**src/logic/ips_pkg.sv**
```systemverilog
// Constants for the interrupt priority select register block
package ips_pkg;
   // Register map
   localparam int IPS_ADDR_W = 12;                     // Decoded address bits
   localparam logic [11:0] IPS_PRIO_OFFSET = 12'h0B8;   // Priority select register
   localparam logic [7:0] IPS_PRIO_RESET = 8'h80;       // Value after reset
   // Field positions
   localparam int IPS_BIT_EXT_A = 0;                    // First external input
   localparam int IPS_BIT_TIMER_FIRST = 1;              // First timer overflow
   localparam int IPS_BIT_EXT_B = 2;                    // Second external input
   localparam int IPS_BIT_TIMER_SECOND = 3;             // Companion timer
   localparam int IPS_BIT_SERIAL = 4;                   // Serial port
   localparam int IPS_BIT_TIMER_B = 5;                  // Second-numbered timer
   localparam int IPS_BIT_SPI = 6;                      // SPI port
   localparam int IPS_BIT_UNUSED = 7;                   // Always reads one
   localparam int IPS_NUM_SRC = 7;                      // Number of priority bits
   // Bus encodings
   localparam logic [1:0] IPS_HTRANS_NONSEQ = 2'h2;     // Start of a transfer
   localparam logic [1:0] IPS_HRESP_OKAY = 2'h0;        // Only answer given
endpackage

```
**src/logic/ips_ahb_slave.sv**
```systemverilog
// AHB-Lite slave front end for the priority select register
`timescale 1ns/100ps
module ips_ahb_slave (
   input wire logic ref_clk,
   input wire logic rst,
   input wire logic hsel,
   input wire logic [31:0] haddr,
   input wire logic [1:0] htrans,
   input wire logic hwrite,
   input wire logic [2:0] hsize,
   input wire logic [31:0] hwdata,
   input wire logic hready,
   output logic hreadyout,
   output logic hresp,
   output logic [31:0] hrdata,
   input wire logic [7:0] rd_value,
   output logic wr_stb,
   output logic [7:0] wr_data
);
   // Slave state: pending write and registered read data
   typedef struct packed {
      logic wr_pend;
      logic [31:0] rdata;
   } ips_slv_st_t;

   ips_slv_st_t st_r;   // Registered state
   ips_slv_st_t st_nxt; // Next state
   logic acc;           // Address phase accepted
   logic hit;           // Address matches the register

   // Address phase decode
   always_comb begin
      acc = hsel && (htrans == ips_pkg::IPS_HTRANS_NONSEQ) && hready;
      hit = (haddr[ips_pkg::IPS_ADDR_W-1:0] == ips_pkg::IPS_PRIO_OFFSET)
         && (haddr[31:ips_pkg::IPS_ADDR_W] == '0);
   end

   // Next state: writes land in the data phase, reads are sampled now
   always_comb begin
      st_nxt = st_r;
      st_nxt.wr_pend = acc && hwrite && hit;
      if (acc && !hwrite) begin
         // Unmapped reads return zero
         if (hit) begin
            st_nxt.rdata = {24'h000000, rd_value};
         end else begin
            st_nxt.rdata = 32'h00000000;
         end
      end
   end

   // State register
   always_ff @(posedge ref_clk or posedge rst) begin
      if (rst) begin
         st_r <= '0;
      end else begin
         st_r <= st_nxt;
      end
   end

   // Zero wait states, always OKAY; word-sized access assumed
   assign hreadyout = 1'b1;
   assign hresp = ips_pkg::IPS_HRESP_OKAY[0];
   assign hrdata = st_r.rdata;
   assign wr_stb = st_r.wr_pend;
   assign wr_data = hwdata[7:0];
endmodule

```
**src/logic/ips_top.sv**
```systemverilog
// Interrupt priority select register with AHB-Lite access
//
// What this block does
// - Bit 4 sets serial port priority level
// - Bit 2 sets second external input level
// - Bit 1 sets first timer priority level
// - Bit 0 sets first external input level
`timescale 1ns/100ps
module ips_top (
   input wire logic ref_clk,
   input wire logic rst,
   input wire logic hsel,
   input wire logic [31:0] haddr,
   input wire logic [1:0] htrans,
   input wire logic hwrite,
   input wire logic [2:0] hsize,
   input wire logic [31:0] hwdata,
   input wire logic hready,
   output logic hreadyout,
   output logic hresp,
   output logic [31:0] hrdata,
   output logic spi_irq_high_level,
   output logic timer_b_irq_high_level,
   output logic serial_irq_high_level,
   output logic timer_second_irq_high_level,
   output logic ext_input_b_high_level,
   output logic timer_first_irq_high_level,
   output logic ext_input_a_high_level
);
   // Block state: the seven priority bits
   typedef struct packed {
      logic [ips_pkg::IPS_NUM_SRC-1:0] prio;
   } ips_st_t;

   ips_st_t st_r;        // Registered state
   ips_st_t st_nxt;      // Next state
   logic wr_stb;         // Register write in data phase
   logic [7:0] wr_data;  // Byte written
   logic [7:0] rd_value; // Value offered to a read

   // Bus front end
   ips_ahb_slave u_slave (
      .ref_clk(ref_clk),
      .rst(rst),
      .hsel(hsel),
      .haddr(haddr),
      .htrans(htrans),
      .hwrite(hwrite),
      .hsize(hsize),
      .hwdata(hwdata),
      .hready(hready),
      .hreadyout(hreadyout),
      .hresp(hresp),
      .hrdata(hrdata),
      .rd_value(rd_value),
      .wr_stb(wr_stb),
      .wr_data(wr_data)
   );

   // Next state: each of the low seven written bits maps to one source level
   always_comb begin
      st_nxt = st_r;
      if (wr_stb) begin
         // Top bit is a don't-care on write
         st_nxt.prio = wr_data[ips_pkg::IPS_NUM_SRC-1:0];
      end
   end

   // Read value, forwarding a write in flight so back-to-back reads see it
   always_comb begin
      if (wr_stb) begin
         rd_value = {1'b1, wr_data[ips_pkg::IPS_NUM_SRC-1:0]};
      end else begin
         rd_value = {1'b1, st_r.prio};
      end
   end

   // State register, reset leaves every source at low priority
   always_ff @(posedge ref_clk or posedge rst) begin
      if (rst) begin
         st_r.prio <= ips_pkg::IPS_PRIO_RESET[ips_pkg::IPS_NUM_SRC-1:0];
      end else begin
         st_r <= st_nxt;
      end
   end

   // Priority levels to the core, straight from flops
   assign serial_irq_high_level = st_r.prio[ips_pkg::IPS_BIT_SERIAL];
   assign ext_input_b_high_level = st_r.prio[ips_pkg::IPS_BIT_EXT_B];
   assign timer_first_irq_high_level = st_r.prio[ips_pkg::IPS_BIT_TIMER_FIRST];
   assign ext_input_a_high_level = st_r.prio[ips_pkg::IPS_BIT_EXT_A];
   assign spi_irq_high_level = st_r.prio[ips_pkg::IPS_BIT_SPI];
   assign timer_b_irq_high_level = st_r.prio[ips_pkg::IPS_BIT_TIMER_B];
   assign timer_second_irq_high_level = st_r.prio[ips_pkg::IPS_BIT_TIMER_SECOND];

   // Helper terms for the checks below
   logic rd_take;    // Read address phase taken this cycle
   logic reg_addr;   // Address points at the register
   logic wr_take;    // Write address phase taken this cycle

   // Decode of the address phase as the bus shows it
   assign rd_take = hsel && htrans == ips_pkg::IPS_HTRANS_NONSEQ && hready && !hwrite;
   assign wr_take = hsel && htrans == ips_pkg::IPS_HTRANS_NONSEQ && hready && hwrite;
   assign reg_addr = haddr == {20'h00000, ips_pkg::IPS_PRIO_OFFSET};
endmodule

```
**config.mk**
```make
export PLATFORM = sky130hd
export DESIGN_NAME = ips_top
export DESIGN_NICKNAME = d
export VERILOG_FILES = /design/src/logic/ips_pkg.sv /design/src/logic/ips_ahb_slave.sv /design/src/logic/ips_top.sv
export SDC_FILE = /design/constraint.sdc
export NUM_CORES = 1
export LEC_CHECK = 0
export BUFFER_PORTS_ARGS = -buffer_cell sky130_fd_sc_hd__buf_2
export CAP_MARGIN = 0
export CORE_MARGIN = 8
export CORE_UTILIZATION = 32
export CTS_BUF_LIST = sky130_fd_sc_hd__clkbuf_4
export CTS_CLUSTER_DIAMETER = 40
export DETAILED_ROUTE_END_ITERATION = 10
export PLACE_DENSITY = 0.77
export SETUP_SLACK_MARGIN = 0.4
export SYNTH_ARGS = -nofsm -noshare
export SYNTH_HDL_FRONTEND = slang
export SYNTH_HIERARCHICAL = 1
export SYNTH_SLANG_ARGS = --single-unit
```
**constraint.sdc**
```tcl
create_clock -name ref_clk -period 1.1 [get_ports ref_clk]
set_input_delay 0.11 -clock ref_clk [delete_from_list [all_inputs] [get_ports ref_clk]]
set_output_delay 0.11 -clock ref_clk [all_outputs]
set_load 0.02 [all_outputs]
```
Word level (Yosys, flattened, before mapping)
Index checks and enable logic that the tools add are counted.
{"block": "word_totals", "mem_count": 0, "in_bits": 74, "latchBits": 0, "ramBits": 0, "out_inout_bits": 41, "ff_bits": 40, "wordCells": 15, "mem_bits_ro": 0}
{"block": "classes", "muxes": 2, "add_sub_neg": 0, "shifts": 0, "bitwise_logic": 0, "div": 0, "n_lt_le_gt_ge": 0, "multipliers": 0, "reduce_logical": 8, "n_eq_ne": 2}
{"op": "$logic_not 20->1", "n": 1}
{"op": "$eq 12x8->1 const B", "n": 1}
{"op": "$mux 8", "n": 1}
{"op": "$mux 7", "n": 1}
{"op": "$logic_and 1x1->1", "n": 6}
{"op": "$eq 2x2->1 const B", "n": 1}
{"op": "$logic_not 1->1", "n": 1}

Logic depth before layout (Yosys ltp)
Gate-level depths: netlist (run 1).
{"block": "logic_depth", "word_depth": 5, "depth_mapped": 4, "depth_no_buf": 3}

Cells and area by module
The synthesis (run 1) kept the hierarchy.
{"mod": "ips_ahb_slave", "area_each_um2": 794.5, "seq_area_each_um2": 225.2, "n_inst": 1, "cells_per_inst": 85}
{"mod": "ips_top", "area_each_um2": 299.0, "seq_area_each_um2": 175.2, "n_inst": 1, "cells_per_inst": 17}

Least setup slack after synthesis (run 1)
No wires, ideal clock.
{"block": "synth_timing", "path_type": "register to register", "from": "reg u_slave.st_r, in the netlist u_slave/wr_stb", "to": "reg u_slave.st_r, in the netlist u_slave/hrdata[0]", "stages_incl_launch_ff": 5, "arrival_time_ns": 1.016, "synth_period_minus_slack_ns": 1.126, "path_slack_ns": -0.026, "n_path_buf": 1, "cell_sequence": "dfrtp_1 -> buf_6 -> mux2_4 -> inv_1 -> o41ai_1"}
{"block": "synth_via", "elab_chain_len": 2}
{"element": "start: declaration", "line": "ips_ahb_slave.sv:26", "rtl": "ips_slv_st_t st_r;"}
{"element": "start signal: assignment", "line": "ips_ahb_slave.sv:57", "rtl": "st_r <= st_nxt;"}
{"element": "$mux 7", "line": "ips_top.sv:71", "rtl": "if (wr_stb) begin"}
{"element": "named net rd_value[0]", "line": "ips_top.sv:39", "rtl": "logic [7:0] rd_value;"}
{"element": "$mux 8", "line": "ips_ahb_slave.sv:44", "rtl": "if (hit) begin"}
The timed path passes the listed nets, and every way through them passes these cells.
A chain may end at the register's enable or synchronous reset.

Final worst setup path (run 1)
Same ends and word-level chain as after synthesis.

==> results of run 1 <==
[through the flow]
stage          area (um2)  setup TNS (ns)
2_1_floorplan        1250               0
3_3_place_gp         1360           -1.48
3_5_place_dp         1360           -1.84
4_1_cts              1620               0
5_1_grt              1640         -0.0763
6_report             1640               0
[per-layer routing]
layer | up-vias | global-route usage | part of all wire
met1 | 417 | 0.112 | 0.35
met5 | - | 0 | 0
met4 | 0 | 0.0261 | 0.0033
li1 | 414 | - | -
met3 | 2 | 0.0350 | 0.095
met2 | 38 | 0.194 | 0.55
[final cells by class]
cell class | count | area (um2)
Clock buffer | 3 | 22.5
Clock inverter | 1 | 3.75
Fill cell | 312 | 1670
Inverter | 11 | 45.0
Multi-Input combinational cell | 64 | 648
Sequential cell | 16 | 402
Tap cell | 46 | 57.6
Timing Repair Buffer | 64 | 464
[report_power, final]
group	switching (W)	internal (W)	total (W)
sequential	0.000000000000116	0.000588	0.000588
combinational	0.000165	0.000100	0.000265
clock	0.000182	0.000131	0.000313
[critical path, delay by kind of cell (launching register included)]
family	cells	cell delay (ns)
DFF	1	0.50
muxes	1	0.25
AOI/OAI and AO/OA	1	0.19
buffers and inverters	1	0.03
[path summary, 6_finish.rpt]
path / from / endpoint
setup / recovery: u_slave/wr_stb / u_slave/hrdata[0]
hold / removal: hwdata[1] / st_r[1]
setup reg to reg: u_slave/wr_stb / u_slave/hrdata[0]
hold reg to reg: u_slave/hrdata[7] / u_slave/hrdata[7]
max in group asynchronous: rst / st_r[0]
min in group asynchronous: rst / u_slave/hrdata[5]
[flip-flops by register name (all words and copies together) (netlist names)]
register        cells
u_slave/hrdata      8
u_slave/wr_stb      1
st_r                7
[what timing repair did]
item,4_1_cts,5_1_grt
setup buffers,0,1
endpoints found under the hold margin,16,0
endpoints found under the setup margin,31,40
hold buffers,1,0
pin swaps,2,2
gates resized for setup,54,3
gates cloned,1,0
==> results.toml, run 1 <==
[drt]
drc = 0
ant_nets = 0
drtIter0Drc = 17
vias_per_cell = 4.25
drt_wl_total_um = 3070
route.detailed.wl_per_inst_um = 15.0
drt_pass1_iterations = 4
route.vias.total = 871

[cells_and_area]
area_growth_pct = 51.3
antenna_cells = 0
final_core_util = 0.496
drive_gt1_frac = 0.648
layout.nets = 234
final_cell_mix = "39 x buf_2, 27 x conb_1, 21 x buf_6, 15 x dfrtp_1, 8 x o21ai_0"
fin_cells = 205
layout_commonest_cell = "buf_2"

[critical_path]
cp_slowest_stage_delay_ns = 0.50
crit_path_max_fanout = 7
arrival_ns = 1.26
cp-start-kind = "flop"
r2r_setup_slack_ns = 0.02
crit_path_end_kind = "flop"
reg2reg_depth = 3
required_ns = 1.28
crit_chain = "mux2_4 -> inv_2 -> o41ai_2"
crit_type = "flop to flop"
cp_slowest_cell = "dfrtp_2"

[clock_network]
htreeDepth = 1
cts_max_path_buffers = 2
cts_sinks = 16
cts_root_buffer = "clkbuf_4"
cts_made_buffers = 3
clk_latency_ns = 0.28
cts_tree = "yes"
clkTransAtPathRegs_ns = 0.10

[global_route]
overflow = 0
grt_pass1_vias = 935
antenna_found_initial = 0
grt_usage = 0.105
grt_pass1_wl_um = 4470
grt_max_degree = 10

[sta]
period_minus_slack_ns = 1.08
skew_ns = 0.00361
rsz0062_at_grt = "true"
hold_viol = 0
finalCritPeriodShare = 0.982
holdWs_ns = 0.0777
slew_violations = 0
fin_ws_ns = 0.0200
max_freq_mhz = 926
setup_viol = 0

[power_and_ir_drop]
pwr_density_cell_nw_per_um2 = 710
vdd_drop_max_v = 0.000343
p_leak_nw = 0.853
power_w = 0.00117

[synth]
syn_inst = 101
synth_area_per_cell_um2 = 10.8
synth-warning-count = 6
netlist_area_um2 = 1090

[floorplanning]
rows = 21
die-area_um2 = 5510
start_util = 0.328
die_height_um = 74.3
die_width_um = 74.3
ios = 115
core_um2 = 3310

[placement]
port_buffers = 60
dp_cells = 198
place_ws_ns = -0.256
dp_hpwl_um = 2370
gp_congestion = 0.773

[hold_path]
hold_path.class = "input pin to flop"
min_delay_path_depth = 2

[run]
cap_violations = 0

[outcome]
outcome = "complete, no violations"
Power figures use the tool's default switching activity.
==> inputs of run 2 (changes only) <==
--- a/config.mk
+++ b/config.mk
@@ -6,15 +6,13 @@
 export NUM_CORES = 1
 export LEC_CHECK = 0
 export BUFFER_PORTS_ARGS = -buffer_cell sky130_fd_sc_hd__buf_2
-export CAP_MARGIN = 0
 export CORE_MARGIN = 8
-export CORE_UTILIZATION = 32
+export CORE_UTILIZATION = 31
 export CTS_BUF_LIST = sky130_fd_sc_hd__clkbuf_4
 export CTS_CLUSTER_DIAMETER = 40
 export DETAILED_ROUTE_END_ITERATION = 10
-export PLACE_DENSITY = 0.77
+export PLACE_DENSITY = 0.78
 export SETUP_SLACK_MARGIN = 0.4
 export SYNTH_ARGS = -nofsm -noshare
 export SYNTH_HDL_FRONTEND = slang
-export SYNTH_HIERARCHICAL = 1
 export SYNTH_SLANG_ARGS = --single-unit
==> run 2 against run 1 <==
  * Global-route usage grew 0.99 points
  * Critical path depth unchanged
  * Critical endpoint is now u_slave.hrdata[6]
  * Count of clock-buffer cells in the layout stayed put
  * Sequential cell count unchanged
  * First-iteration DRC count grew 35%
  * Clock skew decreased by 0.0030 ns
  * Cell area increased by 2.7%
  * Cell count rose by 1.5%
  * Sequential power barely moved
  * Clock power is essentially flat
  * Synthesized cell count down 9.9%
  * Largest cell class unchanged
  * Fmax up 0.37%
==> results.toml, run 2 <==
[drt]
vias_per_cell = 4.36
drc = 0
drt_wl_total_um = 3050
drtIter0Drc = 23
route.vias.total = 907
route.detailed.wl_per_inst_um = 14.6
drt_pass1_iterations = 4
ant_nets = 0

[global_route]
grt_max_degree = 17
antenna_found_initial = 0
grt_pass1_wl_um = 4890
grt_pass1_vias = 1044
overflow = 0
grt_usage = 0.115

[sta]
skew_ns = 0.000640
rsz0062_at_grt = "true"
slew_violations = 0
period_minus_slack_ns = 1.08
finalCritPeriodShare = 0.978
max_freq_mhz = 929
hold_viol = 0
setup_viol = 0

[cells_and_area]
final_core_util = 0.552
largest_register_ffs = 8
final_cell_mix = "41 x buf_2, 26 x conb_1, 20 x buf_6, 15 x dfrtp_1"
layout.nets = 239
multi_input_area_um2 = 642
layout_commonest_cell = "buf_2"
drive_gt1_frac = 0.616
area_growth_pct = 68.5
seqCellArea_um2 = 402
antenna_cells = 0
stdcell_area_um2 = 1690
fill_cells = 282

[critical_path]
cpLargestDelayFamily = "flip-flops"
crit_cells = 3
cp-start-kind = "flop"
cp_slowest_cell = "dfrtp_2"
crit_path_max_fanout = 7
reg2reg_depth = 3
cp_slowest_stage_delay_ns = 0.42
arrival_ns = 1.25
crit_type = "flop to flop"
crit_path_end_kind = "flop"
crit_chain = "buf_12 -> mux2i_1 -> o41ai_2"
worst-path-buf-inv = 1
required_ns = 1.28

[synth]
synth_edf_count = 0
synth.distinct_cells = 18
async_flop_share = 1.00
syn_inst = 91
synth_commonest_cells = "26 x buf_4, 16 x dfrtp_1, 9 x inv_1"
netlist.area_leader.share = 0.400
netlist_area_um2 = 1000
synth-warning-count = 0
ys_seq_area_frac = 0.400
synth-seq-cells = 16
synth_area_per_cell_um2 = 11.0
yosys.area.top_type = "dfrtp_1"
yosysMostFrequentCell = "buf_4"
synth_area_leaders = "dfrtp_1 40%, buf_4 19%, mux2i_1 7.0%"
synth_top_flop_cell = "dfrtp_1"

[clock_network]
cts_max_path_buffers = 2
cts_sinks = 16
htreeDepth = 1
cts_root_buffer = "clkbuf_4"
cts_tree = "yes"
clkTransAtPathRegs_ns = 0.09
clk_latency_ns = 0.28
cts_made_buffers = 3

[power_and_ir_drop]
power.switching_w = 0.000348
vdd_drop_max_v = 0.000306
pwr_density_cell_nw_per_um2 = 690
power.internal_w = 0.000815
p_sw_frac = 0.299
combPwrFrac = 0.225
pwr-share-seq = 0.505
p_leak_nw = 0.912
pwr-share-clk = 0.270

[placement]
dp_hpwl_um = 2420
dpl_cell_area_um2 = 1320
port_buffers = 60
gp_congestion = 0.724

[run]
cap_violations = 0

[floorplanning]
start_util = 0.328
core_um2 = 3050
die-area_um2 = 5300
die_height_um = 72.8
rows = 20
die_width_um = 72.8
ios = 115

[outcome]
outcome = "complete, no violations"

[hold_path]
hold_path.class = "input pin to flop"
min_delay_path_depth = 3
==> run 2: cell types whose count changed in the layout (fill, tap and decap cells not counted), sizes merged <==
cell | before | now
buf | 63 | 71
mux2 | 7 | 0
mux2i | 0 | 7
and4bb | 0 | 1
clkinvlp | 1 | 0
conb | 27 | 26
inv | 10 | 9
nor4bb | 1 | 0
o31ai | 0 | 1
o41ai | 8 | 7
==> run 2: power by group through the flow <==
stage / clock, W / combinational [W] / sequential, W
2_1_floorplan: 0 / 0.000184 / 0.000599
3_3_place_gp: 0 / 0.000227 / 0.000599
3_5_place_dp: 0 / 0.000231 / 0.000599
4_1_cts: 0.000319 / 0.000253 / 0.000588
5_1_grt: 0.000350 / 0.000282 / 0.000588
6_report: 0.000314 / 0.000262 / 0.000588
==> run 2: layout make-up <==
| type | instances | area share |
|---|---|---|
| multi-input cells | 63 | 0.381 |
| repair buffers | 72 | 0.313 |
| well taps | 44 | 0.0326 |
| clock inverters | 1 | 0.00223 |
| inverters | 9 | 0.0200 |
| clock buffers | 3 | 0.0134 |
| flip-flops and latches | 16 | 0.238 |
==> run 2: logic make-up (layout without fill, tap and decap cells) <==
logic type / Yosys count / after routing / share of synthesized area
DFF: 16 / 16 / 0.400
buffers and inverters: 37 / 85 / 0.239
and+or+nand+nor: 13 / 14 / 0.175
AOI/OAI and AO/OA: 16 / 16 / 0.109
other: 2 / 26 / 0.00750
muxes: 7 / 7 / 0.0700
==> run 2: worst min-delay path: stages <==
cell,delay (ns)
buf_2,0.08
mux2i_2,0.08
inv_1,0.06
==> run 2: routing by layer <==
| layer | vias to the layer above | GRT usage | share of wire |
|---|---|---|---|
| li1 | 424 | - | - |
| met1 | 411 | 0.136 | 0.43 |
| met2 | 69 | 0.187 | 0.45 |
| met3 | 3 | 0.0495 | 0.11 |
| met4 | 0 | 0.0267 | 0.0053 |
| met5 | - | 0 | 0 |
==> run 2: worst paths after layout <==
| path | slack [ns] | from | to |
|---|---|---|---|
| setup / recovery | 0.02 | u_slave.wr_stb | u_slave.hrdata[6] |
| setup reg to reg | 0.02 | u_slave.wr_stb | u_slave.hrdata[6] |
| min in group asynchronous | 0.37 | rst | st_r[4] |
| hold / removal | 0.07 | hwdata[0] | st_r[0] |
| hold reg to reg | 0.55 | u_slave.hrdata[1] | u_slave.hrdata[1] |
| max in group asynchronous | 0.54 | rst | u_slave.wr_stb |
==> run 2: what timing repair did <==
action | 4_1_cts | 5_1_grt
hold endpoints to repair | 16 | 0
setup buffers | 2 | 4
endpoints found under the setup margin | 31 | 31
cloned | 1 | 0
pin swaps | 15 | 1
resized for setup | 46 | 10
hold buffers | 1 | 0
==> run 2: through the flow <==
stage          total power (W)  worst slack (ns)  hold WS (ns)  setup TNS (ns)  cells
3_5_place_dp          0.000831            -0.289         0.129           -1.84    196
6_report               0.00116            0.0240        0.0697               0    208
4_1_cts                0.00116            0.0263        0.0634               0    204
5_1_grt                0.00122           -0.0450        0.0829          -0.115    208
3_3_place_gp          0.000827            -0.180         0.120           -1.20    196
2_1_floorplan         0.000783            0.0584        0.0237               0    115
==> inputs of run 3 (changes only) <==
--- a/config.mk
+++ b/config.mk
@@ -6,12 +6,14 @@
 export NUM_CORES = 1
 export LEC_CHECK = 0
 export BUFFER_PORTS_ARGS = -buffer_cell sky130_fd_sc_hd__buf_2
+export CAP_MARGIN = 30
 export CORE_MARGIN = 8
 export CORE_UTILIZATION = 31
 export CTS_BUF_LIST = sky130_fd_sc_hd__clkbuf_4
 export CTS_CLUSTER_DIAMETER = 40
 export DETAILED_ROUTE_END_ITERATION = 10
 export PLACE_DENSITY = 0.78
+export RECOVER_POWER = 50
 export SETUP_SLACK_MARGIN = 0.4
 export SYNTH_ARGS = -nofsm -noshare
 export SYNTH_HDL_FRONTEND = slang
==> run 3 against run 2 <==
  * Worst hold slack is essentially flat
  * Cell count unchanged
  * Register-to-register slack hardly changed
  * Core utilization down 1.2 points
  * Sequential cell count unchanged
  * Via count down 0.99%
  * Combinational power about the same
  * Count of clock-buffer cells in the layout did not move
  * Non-clock buffer count unchanged
  * Setup slack about the same
  * Fmax hardly changed
==> results.toml, run 3 (synthesis results as in run 2) <==
[hold_path]
min-delay-start = "hwdata[0]"
hold_path.class = "input pin to flop"

[drt]
route.detailed.wl_per_inst_um = 14.6
route.vias.total = 898
ant_nets = 0
drtIter0Drc = 17
drt_pass1_iterations = 4
drt_wl_total_um = 3040
vias_per_cell = 4.32
drc = 0

[outcome]
outcome = "complete, no violations"

[floorplanning]
rows = 20
die_height_um = 72.8
start_util = 0.328
die_width_um = 72.8
ios = 115
die-area_um2 = 5300
core_um2 = 3050

[power_and_ir_drop]
pwr_density_cell_nw_per_um2 = 704
vdd_drop_max_v = 0.000306
p_leak_nw = 0.896

[critical_path]
cp_slowest_cell = "dfrtp_2"
crit_path_end_kind = "flop"
crit_path_max_fanout = 7
arrival_ns = 1.25
crit_type = "flop to flop"
cp-start-kind = "flop"
reg2reg_from = "u_slave.wr_stb"
cp_slowest_stage_delay_ns = 0.42
crit_chain = "buf_12 -> mux2i_1 -> o41ai_2"
crit_path_start = "u_slave.wr_stb"
required_ns = 1.28

[global_route]
grt_usage = 0.115
grt_pass1_wl_um = 4890
grt_max_degree = 17
overflow = 0
grt_pass1_vias = 1044
antenna_found_initial = 0

[cells_and_area]
layout.nets = 239
area_growth_pct = 64.9
antenna_cells = 0
drive_gt1_frac = 0.604
layout_commonest_cell = "buf_2"
final_cell_mix = "41 x buf_2, 26 x conb_1, 15 x buf_6, 15 x dfrtp_1, 9 x inv_1"
fill_cells = 290
stdcell_area_um2 = 1650
largest_register_ffs = 8

[clock_network]
cts_tree = "yes"
cts_sinks = 16
clk_latency_ns = 0.28
cts_max_path_buffers = 2
cts_made_buffers = 3
htreeDepth = 1
cts_root_buffer = "clkbuf_4"
clkTransAtPathRegs_ns = 0.09

[sta]
max_freq_mhz = 929
hold_viol = 0
slew_violations = 0
period_minus_slack_ns = 1.08
setup_viol = 0
fin_tns_setup_ns = 0
rsz0062_at_grt = "true"
skew_ns = 0.000514
finalCritPeriodShare = 0.978

[placement]
dp_hpwl_um = 2420
port_buffers = 60
gp_congestion = 0.724
dpl_cell_area_um2 = 1320

[run]
cap_violations = 0
-- run 3: what timing repair did --
action                                 CTS  global route
endpoints found under the hold margin   16             0
pin swaps                               15             1
resized for setup                       46            10
buffers inserted                         2             4
setup endpoints to repair               31            31
hold buffers                             1             0
gates cloned                             1             0
-- run 3: per-stage QoR --
stage / std cells / hold slack, ns / utilization / power, W / worst slack [ns]
after floorplan: 115 / 0.0237 / - / 0.000783 / 0.0584
after global placement: 196 / 0.120 / 0.433 / 0.000827 / -0.180
after detailed placement: 196 / 0.129 / 0.433 / 0.000831 / -0.289
after CTS: 204 / 0.0634 / 0.516 / 0.00116 / 0.0263
after global routing: 208 / 0.0829 / 0.541 / 0.00122 / -0.0450
final: 208 / 0.0699 / 0.541 / 0.00116 / 0.0241
-- run 3: power breakdown --
| group | leakage, nW | switching, W | internal (W) |
|---|---|---|---|
| clock | 0.0154 | 0.000182 | 0.000132 |
| sequential | 0.222 | 0.000000000000135 | 0.000588 |
| combinational | 0.659 | 0.000166 | 0.0000944 |
| total | 0.896 | 0.000348 | 0.000814 |
-- run 3: layout make-up --
| type | instances | area (um2) | share of cell area |
|---|---|---|---|
| flip-flops and latches | 16 | 402 | 0.243 |
| multi-input cells | 63 | 642 | 0.389 |
| clock inverters | 1 | 3.75 | 0.00227 |
| well taps | 44 | 55.1 | 0.0334 |
| inverters | 9 | 33.8 | 0.0205 |
| clock buffers | 3 | 22.5 | 0.0136 |
| repair buffers | 72 | 492 | 0.298 |
-- run 3: metal layers --
metal / global-route usage / routed length (um)
met1: 0.136 / 1320
met2: 0.187 / 1370
met3: 0.0495 / 336
met4: 0.0267 / 16
met5: 0 / 0
-- run 3: final timing paths --
| check | slack, ns | cells after the start | to |
|---|---|---|---|
| max | 0.02 | 3 | u_slave.hrdata[6] |
| min | 0.07 | 3 | st_r[0] |
| max reg2reg | 0.02 | 3 | u_slave.hrdata[6] |
| min reg2reg | 0.53 | 2 | u_slave.hrdata[1] |
| max in group asynchronous | 0.36 | 4 | u_slave.wr_stb |
| min in group asynchronous | 0.43 | 4 | st_r[4] |
-- run 3: worst max-delay path: cells and delay by family (launching register included) --
kind | cells | cell delay [ns]
mux | 1 | 0.15
compound gates | 1 | 0.25
flops | 1 | 0.42
buf+inv | 1 | 0.15
